`config.mk`:
```
export PLATFORM = sky130hd
export DESIGN_NAME = cps_ctl
export DESIGN_NICKNAME = d
export VERILOG_FILES = /design/src/inc/cps_pkg.sv /design/src/core/cps_pin_ctl.sv /design/src/core/cps_ctl.sv
export SDC_FILE = /design/constraint.sdc
export NUM_CORES = 1
export LEC_CHECK = 0
export BUFFER_PORTS_ARGS = -buffer_cell sky130_fd_sc_hd__clkbuf_2
export CAP_MARGIN = 15
export CORE_ASPECT_RATIO = 1.75
export CORE_MARGIN = 1
export CORE_UTILIZATION = 52
export CTS_CLUSTER_SIZE = 40
export DETAILED_ROUTE_END_ITERATION = 8
export MAX_ROUTING_LAYER = met4
export PLACE_DENSITY = 0.86
export SYNTH_ARGS = -nofsm -noshare
export SYNTH_HDL_FRONTEND = slang
export SYNTH_SLANG_ARGS = --single-unit
```
`constraint.sdc`:
```
create_clock -name clk -period 1.75 [get_ports clk]
set_clock_uncertainty 0.1 [all_clocks]
set_input_delay 0 -clock clk [delete_from_list [all_inputs] [get_ports clk]]
set_output_delay 0 -clock clk [all_outputs]
set_load 0.05 [all_outputs]
```
`src/inc/cps_pkg.sv`:
```
// Package for the card power switch control block: offsets, fields, types
package cps_pkg;

    // ==========================================================
    // Register map (byte addresses on the plain register port)
    localparam logic [11:0] ADDR_SW_ONE = 12'h080E;
    localparam logic [11:0] ADDR_SW_TWO = 12'h080F;
    localparam logic [11:0] ADDR_VAR = 12'h0811;
    localparam logic [11:0] ADDR_IRQ_STATUS = 12'h0812;
    localparam logic [11:0] ADDR_IRQ_MASK = 12'h0813;
    localparam logic [11:0] ADDR_PULL_CTL = 12'h0814;
    localparam logic [11:0] ADDR_PIN_STATE = 12'h0815;

    // ==========================================================
    // Field positions
    localparam int SW_FUNC_BIT = 5;
    localparam int SW_ON_BIT = 4;
    localparam int VAR_LEVEL_BIT = 6;
    localparam int VAR_TUNE_BIT = 5;
    localparam int VAR_ON_BIT = 4;

    // Writable masks; reserved bits read zero and ignore writes
    localparam logic [7:0] SW_WMASK = 8'h3F;
    localparam logic [7:0] VAR_WMASK = 8'h70;
    localparam logic [7:0] IRQ_WMASK = 8'h07;

    // ==========================================================
    // Reset values
    localparam logic [7:0] SW_RESET = 8'h20;
    localparam logic [7:0] VAR_RESET = 8'h00;
    localparam logic [3:0] MODE_200MA = 4'h0;

    // ==========================================================
    // Timing
    localparam int CLK_HZ = 25_000_000;
    localparam int TUNE_MIN_NS = 500;
    localparam int CLK_NS = 1_000_000_000 / CLK_HZ;
    localparam int TUNE_MIN_CYC = (TUNE_MIN_NS + CLK_NS - 1) / CLK_NS;

    // One sense pin's pad controls
    typedef struct packed {
        logic oe_n;   // Output enable, low drives
        logic ie;     // Input buffer enable
        logic pu;     // Pull-up
        logic pd;     // Pull-down
    } cps_pad_t;

    // Register port request
    typedef struct packed {
        logic [11:0] addr;
        logic [7:0] wdata;
        logic wr;
        logic rd;
    } cps_req_t;

endpackage

```
`src/core/cps_pin_ctl.sv`:
```
// One shared sense pin: pad enable override and falling-edge event
`timescale 1ns/1ps
`default_nettype none
module cps_pin_ctl (
    input wire logic clk,
    input wire logic sys_rst,
    input wire logic card_mode,
    input wire logic supply_on,
    input wire logic gp_oe_n,
    input wire logic gp_ie,
    input wire logic pull_up,
    input wire logic pull_down,
    input wire logic pin_in,
    output cps_pkg::cps_pad_t pad,
    output logic fall_pulse
);
    import cps_pkg::*;

    logic level_q;
    logic armed_q;

    // Pad enables: card mode forces input only, buffer follows supply
    always_comb begin
        if (card_mode) begin
            pad.oe_n = 1'b1;
            pad.ie = supply_on;
        end else begin
            pad.oe_n = gp_oe_n;
            pad.ie = gp_ie;
        end
        pad.pu = pull_up;
        pad.pd = pull_down;
    end

    // Falling edge seen only while the buffer is live
    always_ff @(posedge clk) begin
        if (sys_rst) begin
            level_q <= 1'b0;
            armed_q <= 1'b0;
        end else begin
            level_q <= pin_in & pad.ie;
            armed_q <= pad.ie;
        end
    end

    assign fall_pulse = armed_q & pad.ie & level_q & ~pin_in;

endmodule
`default_nettype wire

```
`src/core/cps_ctl.sv`:
```
// Card power switch control registers, pad overrides and short interrupt
//
// Strobed register access is this design's own decision.
`timescale 1ns/1ps
`default_nettype none

// Notes on behaviour
// - Switch registers reset to 0x20: card mode, supply off, 200 mA mode.
// - Card mode: pin is input; buffer off while supply off, on when on.
// - No pull applied on sense pin unless firmware enables one.
// - Function select 0: plain pin use, supply on held at zero.
// - Function select 1: pin output driver forced off, input buffer follows supply on.
// - Supply on bit 4 switches; reads zero, writes dropped, in pin mode.
// - Current mode bits 3:0 default 0000 (200 mA); others reserved.
// - Firmware arms falling edge; device interrupts when pin drops.
// - Variable supply register resets to 0x00, pin in card mode.
// - Level bit 6: 0 gives 3.0V, 1 gives 1.8V.
// - Regulator on bit 4; while on, pin output driver disabled.
// - Each supply uses its shared pin as overcurrent sense input.
module cps_ctl (
    input wire logic clk,
    input wire logic sys_rst,
    input wire cps_pkg::cps_req_t req,
    output logic [7:0] rdata,
    input wire logic [2:0] pin_in,
    input wire logic [2:0] gp_oe_n,
    input wire logic [2:0] gp_ie,
    output cps_pkg::cps_pad_t pad_one,
    output cps_pkg::cps_pad_t pad_two,
    output cps_pkg::cps_pad_t pad_var,
    output logic switch_one_on,
    output logic switch_two_on,
    output logic var_on,
    output logic var_level_low,
    output logic var_tune,
    output logic var_tune_done,
    output logic [3:0] switch_one_mode,
    output logic [3:0] switch_two_mode,
    output logic irq
);
    import cps_pkg::*;

    logic [7:0] sw_q [2];
    logic [7:0] var_q;
    logic [7:0] irq_stat_q;
    logic [7:0] irq_mask_q;
    logic [5:0] pull_q;
    logic [7:0] rdata_q;
    logic [7:0] tune_cnt_q;
    logic [2:0] fall;
    logic [2:0] card_mode;
    logic [2:0] on_bits;
    cps_pad_t pads [3];

    // Next switch register value after a write, function select enforced
    function automatic logic [7:0] sw_next(input logic [7:0] wd);
        logic [7:0] v;
        v = wd & SW_WMASK;
        if (!v[SW_FUNC_BIT]) begin
            v[SW_ON_BIT] = 1'b0;
        end
        return v;
    endfunction

    // ==========================================================
    // Registers

    // Fixed switch control registers
    always_ff @(posedge clk) begin
        if (sys_rst) begin
            sw_q[0] <= SW_RESET;
            sw_q[1] <= SW_RESET;
        end else if (req.wr) begin
            if (req.addr == ADDR_SW_ONE) begin
                sw_q[0] <= sw_next(req.wdata);
            end
            if (req.addr == ADDR_SW_TWO) begin
                sw_q[1] <= sw_next(req.wdata);
            end
        end
    end

    // Variable supply control register
    always_ff @(posedge clk) begin
        if (sys_rst) begin
            var_q <= VAR_RESET;
        end else if (req.wr && req.addr == ADDR_VAR) begin
            var_q <= req.wdata & VAR_WMASK;
        end
    end

    // Pull controls: pairs of up/down per pin, off after reset
    always_ff @(posedge clk) begin
        if (sys_rst) begin
            pull_q <= 6'h00;
        end else if (req.wr && req.addr == ADDR_PULL_CTL) begin
            pull_q <= req.wdata[5:0];
        end
    end

    // Interrupt mask
    always_ff @(posedge clk) begin
        if (sys_rst) begin
            irq_mask_q <= 8'h00;
        end else if (req.wr && req.addr == ADDR_IRQ_MASK) begin
            irq_mask_q <= req.wdata & IRQ_WMASK;
        end
    end

    // Sticky status: write one clears, a new event wins over the clear
    always_ff @(posedge clk) begin
        if (sys_rst) begin
            irq_stat_q <= 8'h00;
        end else begin
            if (req.wr && req.addr == ADDR_IRQ_STATUS) begin
                irq_stat_q <= (irq_stat_q & ~req.wdata) | {5'h00, fall};
            end else begin
                irq_stat_q <= irq_stat_q | {5'h00, fall};
            end
        end
    end

    assign irq = |(irq_stat_q & irq_mask_q);

    // Tune hold timer: counts cycles the tune bit has stood
    always_ff @(posedge clk) begin
        if (sys_rst || !var_q[VAR_TUNE_BIT]) begin
            tune_cnt_q <= 8'h00;
        end else if (tune_cnt_q < 8'(TUNE_MIN_CYC)) begin
            tune_cnt_q <= tune_cnt_q + 8'h01;
        end
    end

    assign var_tune_done = (tune_cnt_q >= 8'(TUNE_MIN_CYC));

    // ==========================================================
    // Read port

    // Read data stand in the cycle after the strobe only
    always_ff @(posedge clk) begin
        if (sys_rst || !req.rd) begin
            rdata_q <= 8'h00;
        end else begin
            case (req.addr)
                ADDR_SW_ONE: rdata_q <= sw_q[0];
                ADDR_SW_TWO: rdata_q <= sw_q[1];
                ADDR_VAR: rdata_q <= var_q;
                ADDR_IRQ_STATUS: rdata_q <= irq_stat_q;
                ADDR_IRQ_MASK: rdata_q <= irq_mask_q;
                ADDR_PULL_CTL: rdata_q <= {2'b00, pull_q};
                ADDR_PIN_STATE: rdata_q <= {5'h00, pin_in};
                default: rdata_q <= 8'h00;
            endcase
        end
    end

    assign rdata = rdata_q;

    // ==========================================================
    // Supply outputs and pin control

    assign card_mode = {1'b1, sw_q[1][SW_FUNC_BIT], sw_q[0][SW_FUNC_BIT]};
    assign on_bits = {var_q[VAR_ON_BIT], sw_q[1][SW_ON_BIT],
                      sw_q[0][SW_ON_BIT]};

    assign switch_one_on = sw_q[0][SW_ON_BIT];
    assign switch_two_on = sw_q[1][SW_ON_BIT];
    assign var_on = var_q[VAR_ON_BIT];
    assign var_level_low = var_q[VAR_LEVEL_BIT];
    assign var_tune = var_q[VAR_TUNE_BIT];
    assign switch_one_mode = sw_q[0][3:0];
    assign switch_two_mode = sw_q[1][3:0];

    // One pad controller per shared sense pin
    for (genvar i = 0; i < 3; i++) begin : g_pin
        cps_pin_ctl u_pin (
            .clk(clk),
            .sys_rst(sys_rst),
            .card_mode(card_mode[i]),
            .supply_on(on_bits[i]),
            .gp_oe_n(gp_oe_n[i]),
            .gp_ie(gp_ie[i]),
            .pull_up(pull_q[2*i]),
            .pull_down(pull_q[2*i+1]),
            .pin_in(pin_in[i]),
            .pad(pads[i]),
            .fall_pulse(fall[i])
        );
    end

    assign pad_one = pads[0];
    assign pad_two = pads[1];
    assign pad_var = pads[2];
endmodule
`default_nettype wire

```
==> impl_metrics.ini, run 1 <==
[setup_path]
r2r-end = tune_cnt_q[2]$_SDFFE_PP0N_
reg2reg_from = tune_cnt_q[0]$_SDFFE_PP0N_
critPathLaunchType = input pin
worstPathMaxFanout = 11
required_ps = 1680
end_kind = register
reg2reg_slack_ps = 200
r2r_cells = 7
cp_data_arrival_time_ps = 1600
worstSetupPathType = in2reg

[min_path]
hp-class = in2reg
worstHoldStart = gp_ie[1]
hold_path_depth = 3
hold_end = g_pin[1].u_pin.armed_q$_SDFF_PP0_

[cts]
root_buffer = clkbuf_8
clk_latency_ps = 310
cts_num_sinks = 54
cts_tree = yes
cts-htree-levels = 2
cts_buffers = 5
clk_pin_slew_worst_paths_ps = 90
ctsLongestPathBuffers = 2

[placement]
dp_hpwl_um = 4454
gp_congestion = 0.8818
placedInstanceArea_sq_um = 2780
io_buffer_count = 64
pre_cts_ws_ps = 191.2

[synthesis]
ys_async_sr_fraction = 0
ys_seq_elements = 54
ys_seq_area_frac = 0.4918
synthSimpleGateAreaFrac = 0.2377
synth-adder-area-share = 0.01537
synthDistinctLibCells = 49
synthXorXnorAreaFrac = 0.01076
synth_edf_count = 12
avgSynthCellArea_sq_um = 10.44
synth_area_sq_um = 2442
ys_warn_count = 0
synth_top_family_by_area = simple AND/OR/NAND/NOR gates
synth_compound_area_frac = 0.1132
netlist_instances = 234
syn-num-nets = 270
synth_ff_type = dfxtp_1
muxShareOfSynthArea = 0.06865

[global_routing]
grt_pass1_vias = 2071
grt_pass1_wl_um = 9818
grt_use_total = 0.2804
antenna_found_initial = 0
grt_max_degree = 28
grt_overflow = 0

[power]
p_int_mw = 1.759
fin_total_pwr_mw = 2.328
leakage_nw = 1.243
ir_drop_v = 0.0007074
netSwitchingFraction = 0.2444
combPwrFrac = 0.111
p_clk_frac = 0.329
power_switching_mw = 0.5688
seqPwrFrac = 0.559
power_density_nw_per_um2 = 765.5

[routing]
avgRoutedWirePerCell_um = 16.41
drt_wl_total_um = 5958
drtIter0Drc = 94
drc_errors = 0
postRouteAntennaNets = 0
viasPerCell = 5.769
num_vias = 2094
dr.pass1.iters = 4

[sta]
clock.fmax_ghz = 0.6010
fin_crit_ps = 1664
finalSetupViolations = 0
hold_violations = 0
slew_viol_final = 0
layout_setup_ws_ps = 86.22
worst_hold_slack_ps = 42.84
min_period_over_period = 0.9507

[floorplanning]
io_pins = 68
dieArea_sq_um = 4986
num_rows = 32
start_util = 0.5495
fp.dieH_um = 92.66
core_area_sq_um = 4444
die_width_um = 53.81

[cells_and_area]
drive_gt1_frac = 0.3301
layout.nets = 347
syn2layout_area_growth_pct = 24.49
fill_cells = 346
fin_area_sq_um = 3040
n_antenna_cell = 0

[job]
maxCapViolations = 0

[outcome]
outcome = finished, final reports clean
-- worst max-delay path by stage --
stage / from / to / slack (ps) / cells after the start
2_1_floorplan: sw_q[0][4]$_DFFE_PP_ / g_pin[0].u_pin.level_q$_SDFF_PP0_ / 130 / 3
3_3_place_gp: req[15] / sw_q[0][2]$_DFFE_PP_ / 250 / 6
3_5_place_dp: req[15] / sw_q[0][2]$_DFFE_PP_ / 190 / 6
4_1_cts: tune_cnt_q[1]$_SDFFE_PP0N_ / var_tune_done / 20 / 6
5_1_grt: tune_cnt_q[0]$_SDFFE_PP0N_ / var_tune_done / -2 / 6
6_report: req[14] / sw_q[0][0]$_DFFE_PP_ / 90 / 6
-- sequential cells by signal, indices dropped and copies added (netlist names) --
signal	flops
g_pin.u_pin.level_q	3
var_q	3
pull_q	6
irq_mask_q	3
sw_q	12
tune_cnt_q	8
rdata	8
g_pin.u_pin.armed_q	3
irq_stat_q	8
-- Yosys cell counts, types with 2 or more instances --
library cell / n / area share
inv_1: 6 / 0.0092
clkbuf_1: 4 / 0.0061
a22oi_1: 8 / 0.025
ha_1: 3 / 0.015
a31o_2: 2 / 0.0072
o21ai_0: 5 / 0.010
nand2_1: 10 / 0.015
a21oi_1: 14 / 0.029
nand2b_1: 10 / 0.026
mux2i_1: 10 / 0.041
nor2b_1: 6 / 0.015
and4bb_2: 2 / 0.010
nor4_1: 3 / 0.0077
a311oi_1: 2 / 0.0072
and2_1: 12 / 0.031
a221oi_1: 3 / 0.011
edfxtp_1: 12 / 0.15
nand3_1: 7 / 0.014
buf_4: 9 / 0.028
buf_6: 3 / 0.014
nand4_1: 3 / 0.0077
dfxtp_1: 42 / 0.34
nand4b_1: 5 / 0.018
mux2_2: 6 / 0.028
nand3b_1: 2 / 0.0061
nor2_1: 18 / 0.028
and2_2: 2 / 0.0061
xor2_1: 2 / 0.0072
and3_1: 2 / 0.0051
or2_2: 2 / 0.0051
-- per-layer routing --
layer | track usage | routed length [um]
met3 | 0.06076 | 251
met5 | - | 0
met1 | 0.2847 | 2161
met2 | 0.4794 | 3324
met4 | 0.1404 | 221
-- cells in the final DEF, fill, tap and decap left out, drive strengths merged, types with 2 or more instances in the layout --
cell         Yosys  layout
a221oi           3       3
nor2b            6       6
and3             3       3
and2            15      15
a22oi            8       8
nor4b            2       2
nand3b           2       2
or2              3       3
ha               3       3
nor4             3       3
dlygate4sd3      0      14
buf             13      11
o21ai            5       5
a311oi           2       2
nand4b           5       5
nand2           10      10
a21oi           14      14
and4bb           2       2
edfxtp          12      12
mux2             6       6
dfxtp           42      42
mux2i           10      10
nand3            7       7
a31o             2       2
clkbuf           5      70
nor2            18      18
nand4            3       3
nand2b          10      10
inv              6       7
and4b            2       2
xor2             2       2
-- stage by stage --
| step | util | std cells | TNS (ps) |
|---|---|---|---|
| finish | 0.6841 | 363 | 0 |
| global route | 0.6841 | 363 | -1.941 |
| CTS | 0.6813 | 362 | 0 |
| detailed placement | 0.6256 | 340 | 0 |
| global placement | 0.6256 | 340 | 0 |
| floorplan | - | 234 | 0 |
-- power groups by stage --
| stage | registers, mW | logic [mW] | clock network (mW) |
|---|---|---|---|
| 6_report | 1.30 | 0.259 | 0.767 |
| 5_1_grt | 1.30 | 0.276 | 0.832 |
| 4_1_cts | 1.30 | 0.259 | 0.782 |
| 3_5_place_dp | 1.33 | 0.233 | 0 |
| 3_3_place_gp | 1.33 | 0.229 | 0 |
| 2_1_floorplan | 1.37 | 0.107 | 0 |
-- cells by family (layout without fill, tap and decap cells) --
logic type,after synthesis,count (layout)
AO/OA/AOI/OAI,39,39
multiplexers,16,16
flip-flops,54,54
other,1,1
buffers and inverters,24,102
XOR/XNOR,3,3
adder cells (fa/ha/maj),3,3
AND/OR/NAND/NOR,94,94
-- layout make-up --
type | instances | area, sq um | area share
sequential | 54 | 1204 | 0.3959
multi-input combinational | 156 | 1092 | 0.3593
timing repair buffer | 88 | 554.3 | 0.1823
clock buffer | 7 | 97.59 | 0.03210
tap | 51 | 63.81 | 0.02099
inverter | 6 | 22.52 | 0.007407
clock inverter | 1 | 6.256 | 0.002058
-- critical path, stage by stage --
cell           delay [ps]
dlygate4sd3_1         550
clkbuf_2              160
and4b_2               470
nand2_1                80
o21bai_1              170
buf_4                 170
-- timing repair --
action	CTS	global route
endpoints found under the setup margin	1	1
endpoints found under the hold margin	41	0
gates cloned	0	0
resized for setup	2	3
hold buffers	14	0
setup buffers	0	1
No activity file was read; power rests on OpenSTA's default activity.
==> run 2, diff against run 1 <==
- RECOVER_POWER: default -> 50
- REMOVE_ABC_BUFFERS: default -> 1
==> run 2 against run 1 <==
Effect of this change:
- wire length fell by 2.7%
- final area fell by 2.1%
- maximum frequency fell by 0.81%
- largest power group unchanged
- highest routed layer unchanged
==> impl_metrics.ini, run 2 (synthesis gave the netlist of run 1 again) <==
[outcome]
outcome = finished, final reports clean

[placement]
io_buffer_count = 64
dp_hpwl_um = 4252
place_inst = 339
placedInstanceArea_sq_um = 2760
gp_congestion = 0.8463

[setup_path]
critPathLaunchType = register
reg2reg_slack_ps = 210
required_ps = 1650
cpPeakStageDelay_ps = 380
crit_path_start = tune_cnt_q[1]$_SDFFE_PP0N_
cp_num_cells = 6
cp_data_arrival_time_ps = 1580
worstPathMaxFanout = 4
reg2reg_from = tune_cnt_q[1]$_SDFFE_PP0N_
end_kind = output port
cp_top_family = flip-flops
crit_buf_inv = 2
cp_slowest_cell = dfxtp_1
crit_chain = inv_1 > ha_1 > nand3b_1 > nand2_2 > a31o_2 > buf_8
worstSetupPathType = reg2out
r2r-end = tune_cnt_q[3]$_SDFFE_PP0N_
r2r_cells = 7

[sta]
finalSetupViolations = 0
fin_crit_ps = 1677
slew_viol_final = 0
hold_violations = 0
setup_tns_ps = 0
min_period_over_period = 0.9585
tightestPinTransition_ps = 602.8
slew_headroom = 0.5998
clock.fmax_ghz = 0.5962

[cells_and_area]
final_cell_mix = dfxtp_1, clkbuf_1, clkbuf_2
n_antenna_cell = 0
syn2layout_area_growth_pct = 21.87
fin_area_sq_um = 2977
largest_reg_flops = 12
multiInputGateArea_sq_um = 1107
drive_gt1_frac = 0.2219
mostFrequentLayoutCell = dfxtp_1
fill_cells = 357
finish.utilization = 0.6698
largest-register = sw_q
fin_cells = 362
seq_area_sq_um = 1202
layout.nets = 346

[global_routing]
grt_overflow = 0
grt_use_total = 0.2570
antenna_found_initial = 0
grt_pass1_vias = 1955
grt_pass1_wl_um = 8997
grt_max_degree = 28

[routing]
drt_wl_total_um = 5795
num_vias = 2041
postRouteAntennaNets = 0
drc_errors = 0
dr.pass1.iters = 4
viasPerCell = 5.638
drtIter0Drc = 77
avgRoutedWirePerCell_um = 16.01

[min_path]
hold_end = g_pin[0].u_pin.armed_q$_SDFF_PP0_
hold_path_depth = 3
hp-class = in2reg
worstHoldStart = gp_ie[0]

[cts]
cts_buffers = 5
cts-htree-levels = 2
clk_pin_slew_worst_paths_ps = 80
root_buffer = clkbuf_8
cts_tree = yes
clk_latency_ps = 310
ctsLongestPathBuffers = 2
cts_num_sinks = 54

[power]
netSwitchingFraction = 0.2444
power_density_nw_per_um2 = 741.7
power_switching_mw = 0.5395
seqPwrFrac = 0.590
combPwrFrac = 0.115
p_clk_frac = 0.295
leakage_nw = 1.122
p_int_mw = 1.668
fin_total_pwr_mw = 2.208
ir_drop_v = 0.0006484

[floorplanning]
dieArea_sq_um = 4986
num_rows = 32
fp.dieH_um = 92.66
start_util = 0.5495
core_area_sq_um = 4444
die_width_um = 53.81
io_pins = 68

[job]
maxCapViolations = 0
[run 2: cell count changes in the layout (fill, tap and decap cells not counted), sizes merged]
cell	delta
buf	-1
clkbuf	+1
inv	-1
[run 2: worst reg2reg max path: stages (launching register included)]
cell and delay (ps):
dfxtp_1 380, inv_1 90, ha_1 180, nand3b_1 230, buf_4 180, nand3_1 80, xor2_1 150, nor2_1 50
[run 2: how the worst max path moves through the flow]
stage,end
2_1_floorplan,g_pin[0].u_pin.level_q$_SDFF_PP0_
3_3_place_gp,sw_q[0][3]$_DFFE_PP_
3_5_place_dp,sw_q[0][0]$_DFFE_PP_
4_1_cts,var_tune_done
5_1_grt,var_tune_done
6_report,var_tune_done
[run 2: timing repair]
| action | CTS | global route |
|---|---|---|
| endpoints found under the hold margin | 41 | 0 |
| gates resized for setup | 2 | 7 |
| hold buffers | 14 | 0 |
| setup buffers | 0 | 1 |
| pin swaps | 0 | 1 |
| setup endpoints to repair | 1 | 6 |
[run 2: area by class of cell]
cell class / instances / share of cell area
clock buffer: 8 / 0.02690
inverter: 6 / 0.007566
sequential: 54 / 0.4040
timing repair buffer: 87 / 0.1681
tap: 51 / 0.02144
multi-input combinational: 156 / 0.3720
[run 2: per-stage QoR]
stage               worst slack, ps  hold WS (ps)
finish                        72.67         22.16
global route                 -21.51         53.94
CTS                           5.599         24.44
detailed placement            204.1         93.00
global placement              207.6         76.15
floorplan                     139.8        -30.93
[run 2: per-layer routing]
layer / GRT usage / vias to the layer above / wire, um
met3: 0.03777 / 10 / 311
met5: - / - / 0
li1: - / 985 / -
met4: 0.1118 / 0 / 143
met2: 0.4352 / 91 / 3161
met1: 0.2850 / 955 / 2179
[run 2: power groups by stage]
stage | clock network (mW) | registers (mW) | logic (mW)
global route | 0.713 | 1.30 | 0.269
CTS | 0.661 | 1.30 | 0.256
detailed placement | 0 | 1.33 | 0.230
global placement | 0 | 1.33 | 0.227
floorplan | 0 | 1.37 | 0.0841
finish | 0.651 | 1.30 | 0.254
==> run 3, diff against run 2 <==
- clock period: 1.75 -> 1.7 ns (I/O delays scaled with it)
==> run 3 against run 2 <==
Effect of this change:
- cell count did not move
- sequential cell count did not move
- critical path depth fell by 1
- sequential power rose by 3%
- clock power rose by 3.4%
- utilization rose by 0.31 points
==> impl_metrics.ini, run 3 (synthesis gave the netlist of run 1 again) <==
[cts]
root_buffer = clkbuf_8
cts-htree-levels = 2
clk_latency_ps = 300
clk_pin_slew_worst_paths_ps = 90
ctsLongestPathBuffers = 2
cts_tree = yes
cts_buffers = 5
cts_num_sinks = 54

[floorplanning]
dieArea_sq_um = 4986
num_rows = 32
core_area_sq_um = 4444
io_pins = 68
fp.dieH_um = 92.66
die_width_um = 53.81
start_util = 0.5495

[power]
leakage_nw = 1.128
fin_total_pwr_mw = 2.277
ir_drop_v = 0.0009053
power_density_nw_per_um2 = 761.4

[min_path]
hold_end = g_pin[0].u_pin.armed_q$_SDFF_PP0_
worstHoldStart = gp_ie[0]
hold_path_depth = 3
hp-class = in2reg

[cells_and_area]
multiInputGateArea_sq_um = 1117
final_cell_mix = dfxtp_1, clkbuf_2, clkbuf_1
fill_cells = 350
mostFrequentLayoutCell = dfxtp_1
drive_gt1_frac = 0.2379
syn2layout_area_growth_pct = 22.44
fin_cells = 362
seq_area_sq_um = 1204
n_antenna_cell = 0
largest-register = sw_q
largest_reg_flops = 12
layout.nets = 346

[placement]
place_inst = 339
pre_cts_ws_ps = 110.0
dp_hpwl_um = 4257
io_buffer_count = 64
gp_congestion = 0.8091

[sta]
setup_tns_ps = 0
hold_violations = 0
slew_viol_final = 0
min_period_over_period = 0.9550
finalSetupViolations = 0
tightestPinTransition_ps = 617.2
layout_setup_ws_ps = 76.52
fin_crit_ps = 1623
worst_hold_slack_ps = 46.06
rsz0062_at_grt = no
slew_headroom = 0.5903
clock.fmax_ghz = 0.6160

[routing]
viasPerCell = 5.572
avgRoutedWirePerCell_um = 15.75
drtIter0Drc = 76
postRouteAntennaNets = 0
num_vias = 2017
dr.pass1.iters = 4
drc_errors = 0
drt_wl_total_um = 5702

[setup_path]
reg2reg_slack_ps = 180
r2r_cells = 7
required_ps = 1600
worstPathMaxFanout = 4
cp_data_arrival_time_ps = 1520
reg2reg_from = tune_cnt_q[0]$_SDFFE_PP0N_
r2r-end = tune_cnt_q[2]$_SDFFE_PP0N_
worstSetupPathType = reg2out
end_kind = output port
critPathLaunchType = register

[global_routing]
grt_pass1_vias = 1971
antenna_found_initial = 0
grt_overflow = 0
grt_pass1_wl_um = 8928
grt_use_total = 0.2547
grt_max_degree = 28

[outcome]
outcome = finished, final reports clean

[job]
maxCapViolations = 0
-- run 3: cell count changes in the layout (fill, tap and decap cells not counted) --
cell      before  now
clkinv_1       0    1
dfxtp_2        1    2
clkinv_2       0    1
nor3_1         1    0
dfxtp_1       41   40
clkbuf_1      33   30
nor3_2         0    1
nor3b_1        1    0
and2_1        11    8
clkbuf_2      33   34
nor3b_2        0    1
and2_0         2    5
-- run 3: timing repair --
item	CTS	global route
setup buffers	0	1
hold buffers	14	0
pin swaps	0	3
resized for setup	4	7
endpoints found under the hold margin	41	0
endpoints found under the setup margin	1	12
-- run 3: critical path, stage by stage, from the launching register on --
cell and delay [ps]:
dfxtp_1 330, nor4_2 260, buf_4 170, nand2_2 80, a31o_2 240, buf_8 150
-- run 3: metal layers --
| layer | GRT usage | routed length [um] | vias up |
|---|---|---|---|
| li1 | - | - | 980 |
| met1 | 0.2743 | 2127 | 948 |
| met2 | 0.4342 | 3127 | 75 |
| met3 | 0.03777 | 267 | 14 |
| met4 | 0.1206 | 180 | 0 |
| met5 | - | 0 | - |
-- run 3: area by class of cell --
type / count / share of cell area
well taps: 51 / 0.02134
clock inverters: 2 / 0.002929
clock buffers: 6 / 0.02427
inverters: 6 / 0.007531
multi-input cells: 156 / 0.3736
repair buffers: 87 / 0.1678
flip-flops and latches: 54 / 0.4025
-- run 3: where the power goes --
group / internal, mW / switching (mW) / total, mW
registers: 1.33 / 0.0123 / 1.34
clock network: 0.284 / 0.389 / 0.673
logic: 0.0970 / 0.167 / 0.264
-- run 3: per-stage QoR --
stage | cell area (sq um) | util
floorplan | 2316 | -
global placement | 2760 | 0.6211
detailed placement | 2760 | 0.6211
CTS | 2994 | 0.6737
global route | 2990 | 0.6729
finish | 2990 | 0.6729
-- run 3: worst max-delay path by stage --
stage	from	to	depth (start not counted)
after global routing	req[12]	irq_mask_q[0]$_SDFFE_PP0P_	6
after detailed placement	req[19]	sw_q[0][4]$_DFFE_PP_	6
after global placement	req[19]	sw_q[0][3]$_DFFE_PP_	6
after floorplan	sw_q[0][4]$_DFFE_PP_	g_pin[0].u_pin.level_q$_SDFF_PP0_	3
after CTS	req[12]	sw_q[0][3]$_DFFE_PP_	6
final	tune_cnt_q[4]$_SDFFE_PP0N_	var_tune_done	5
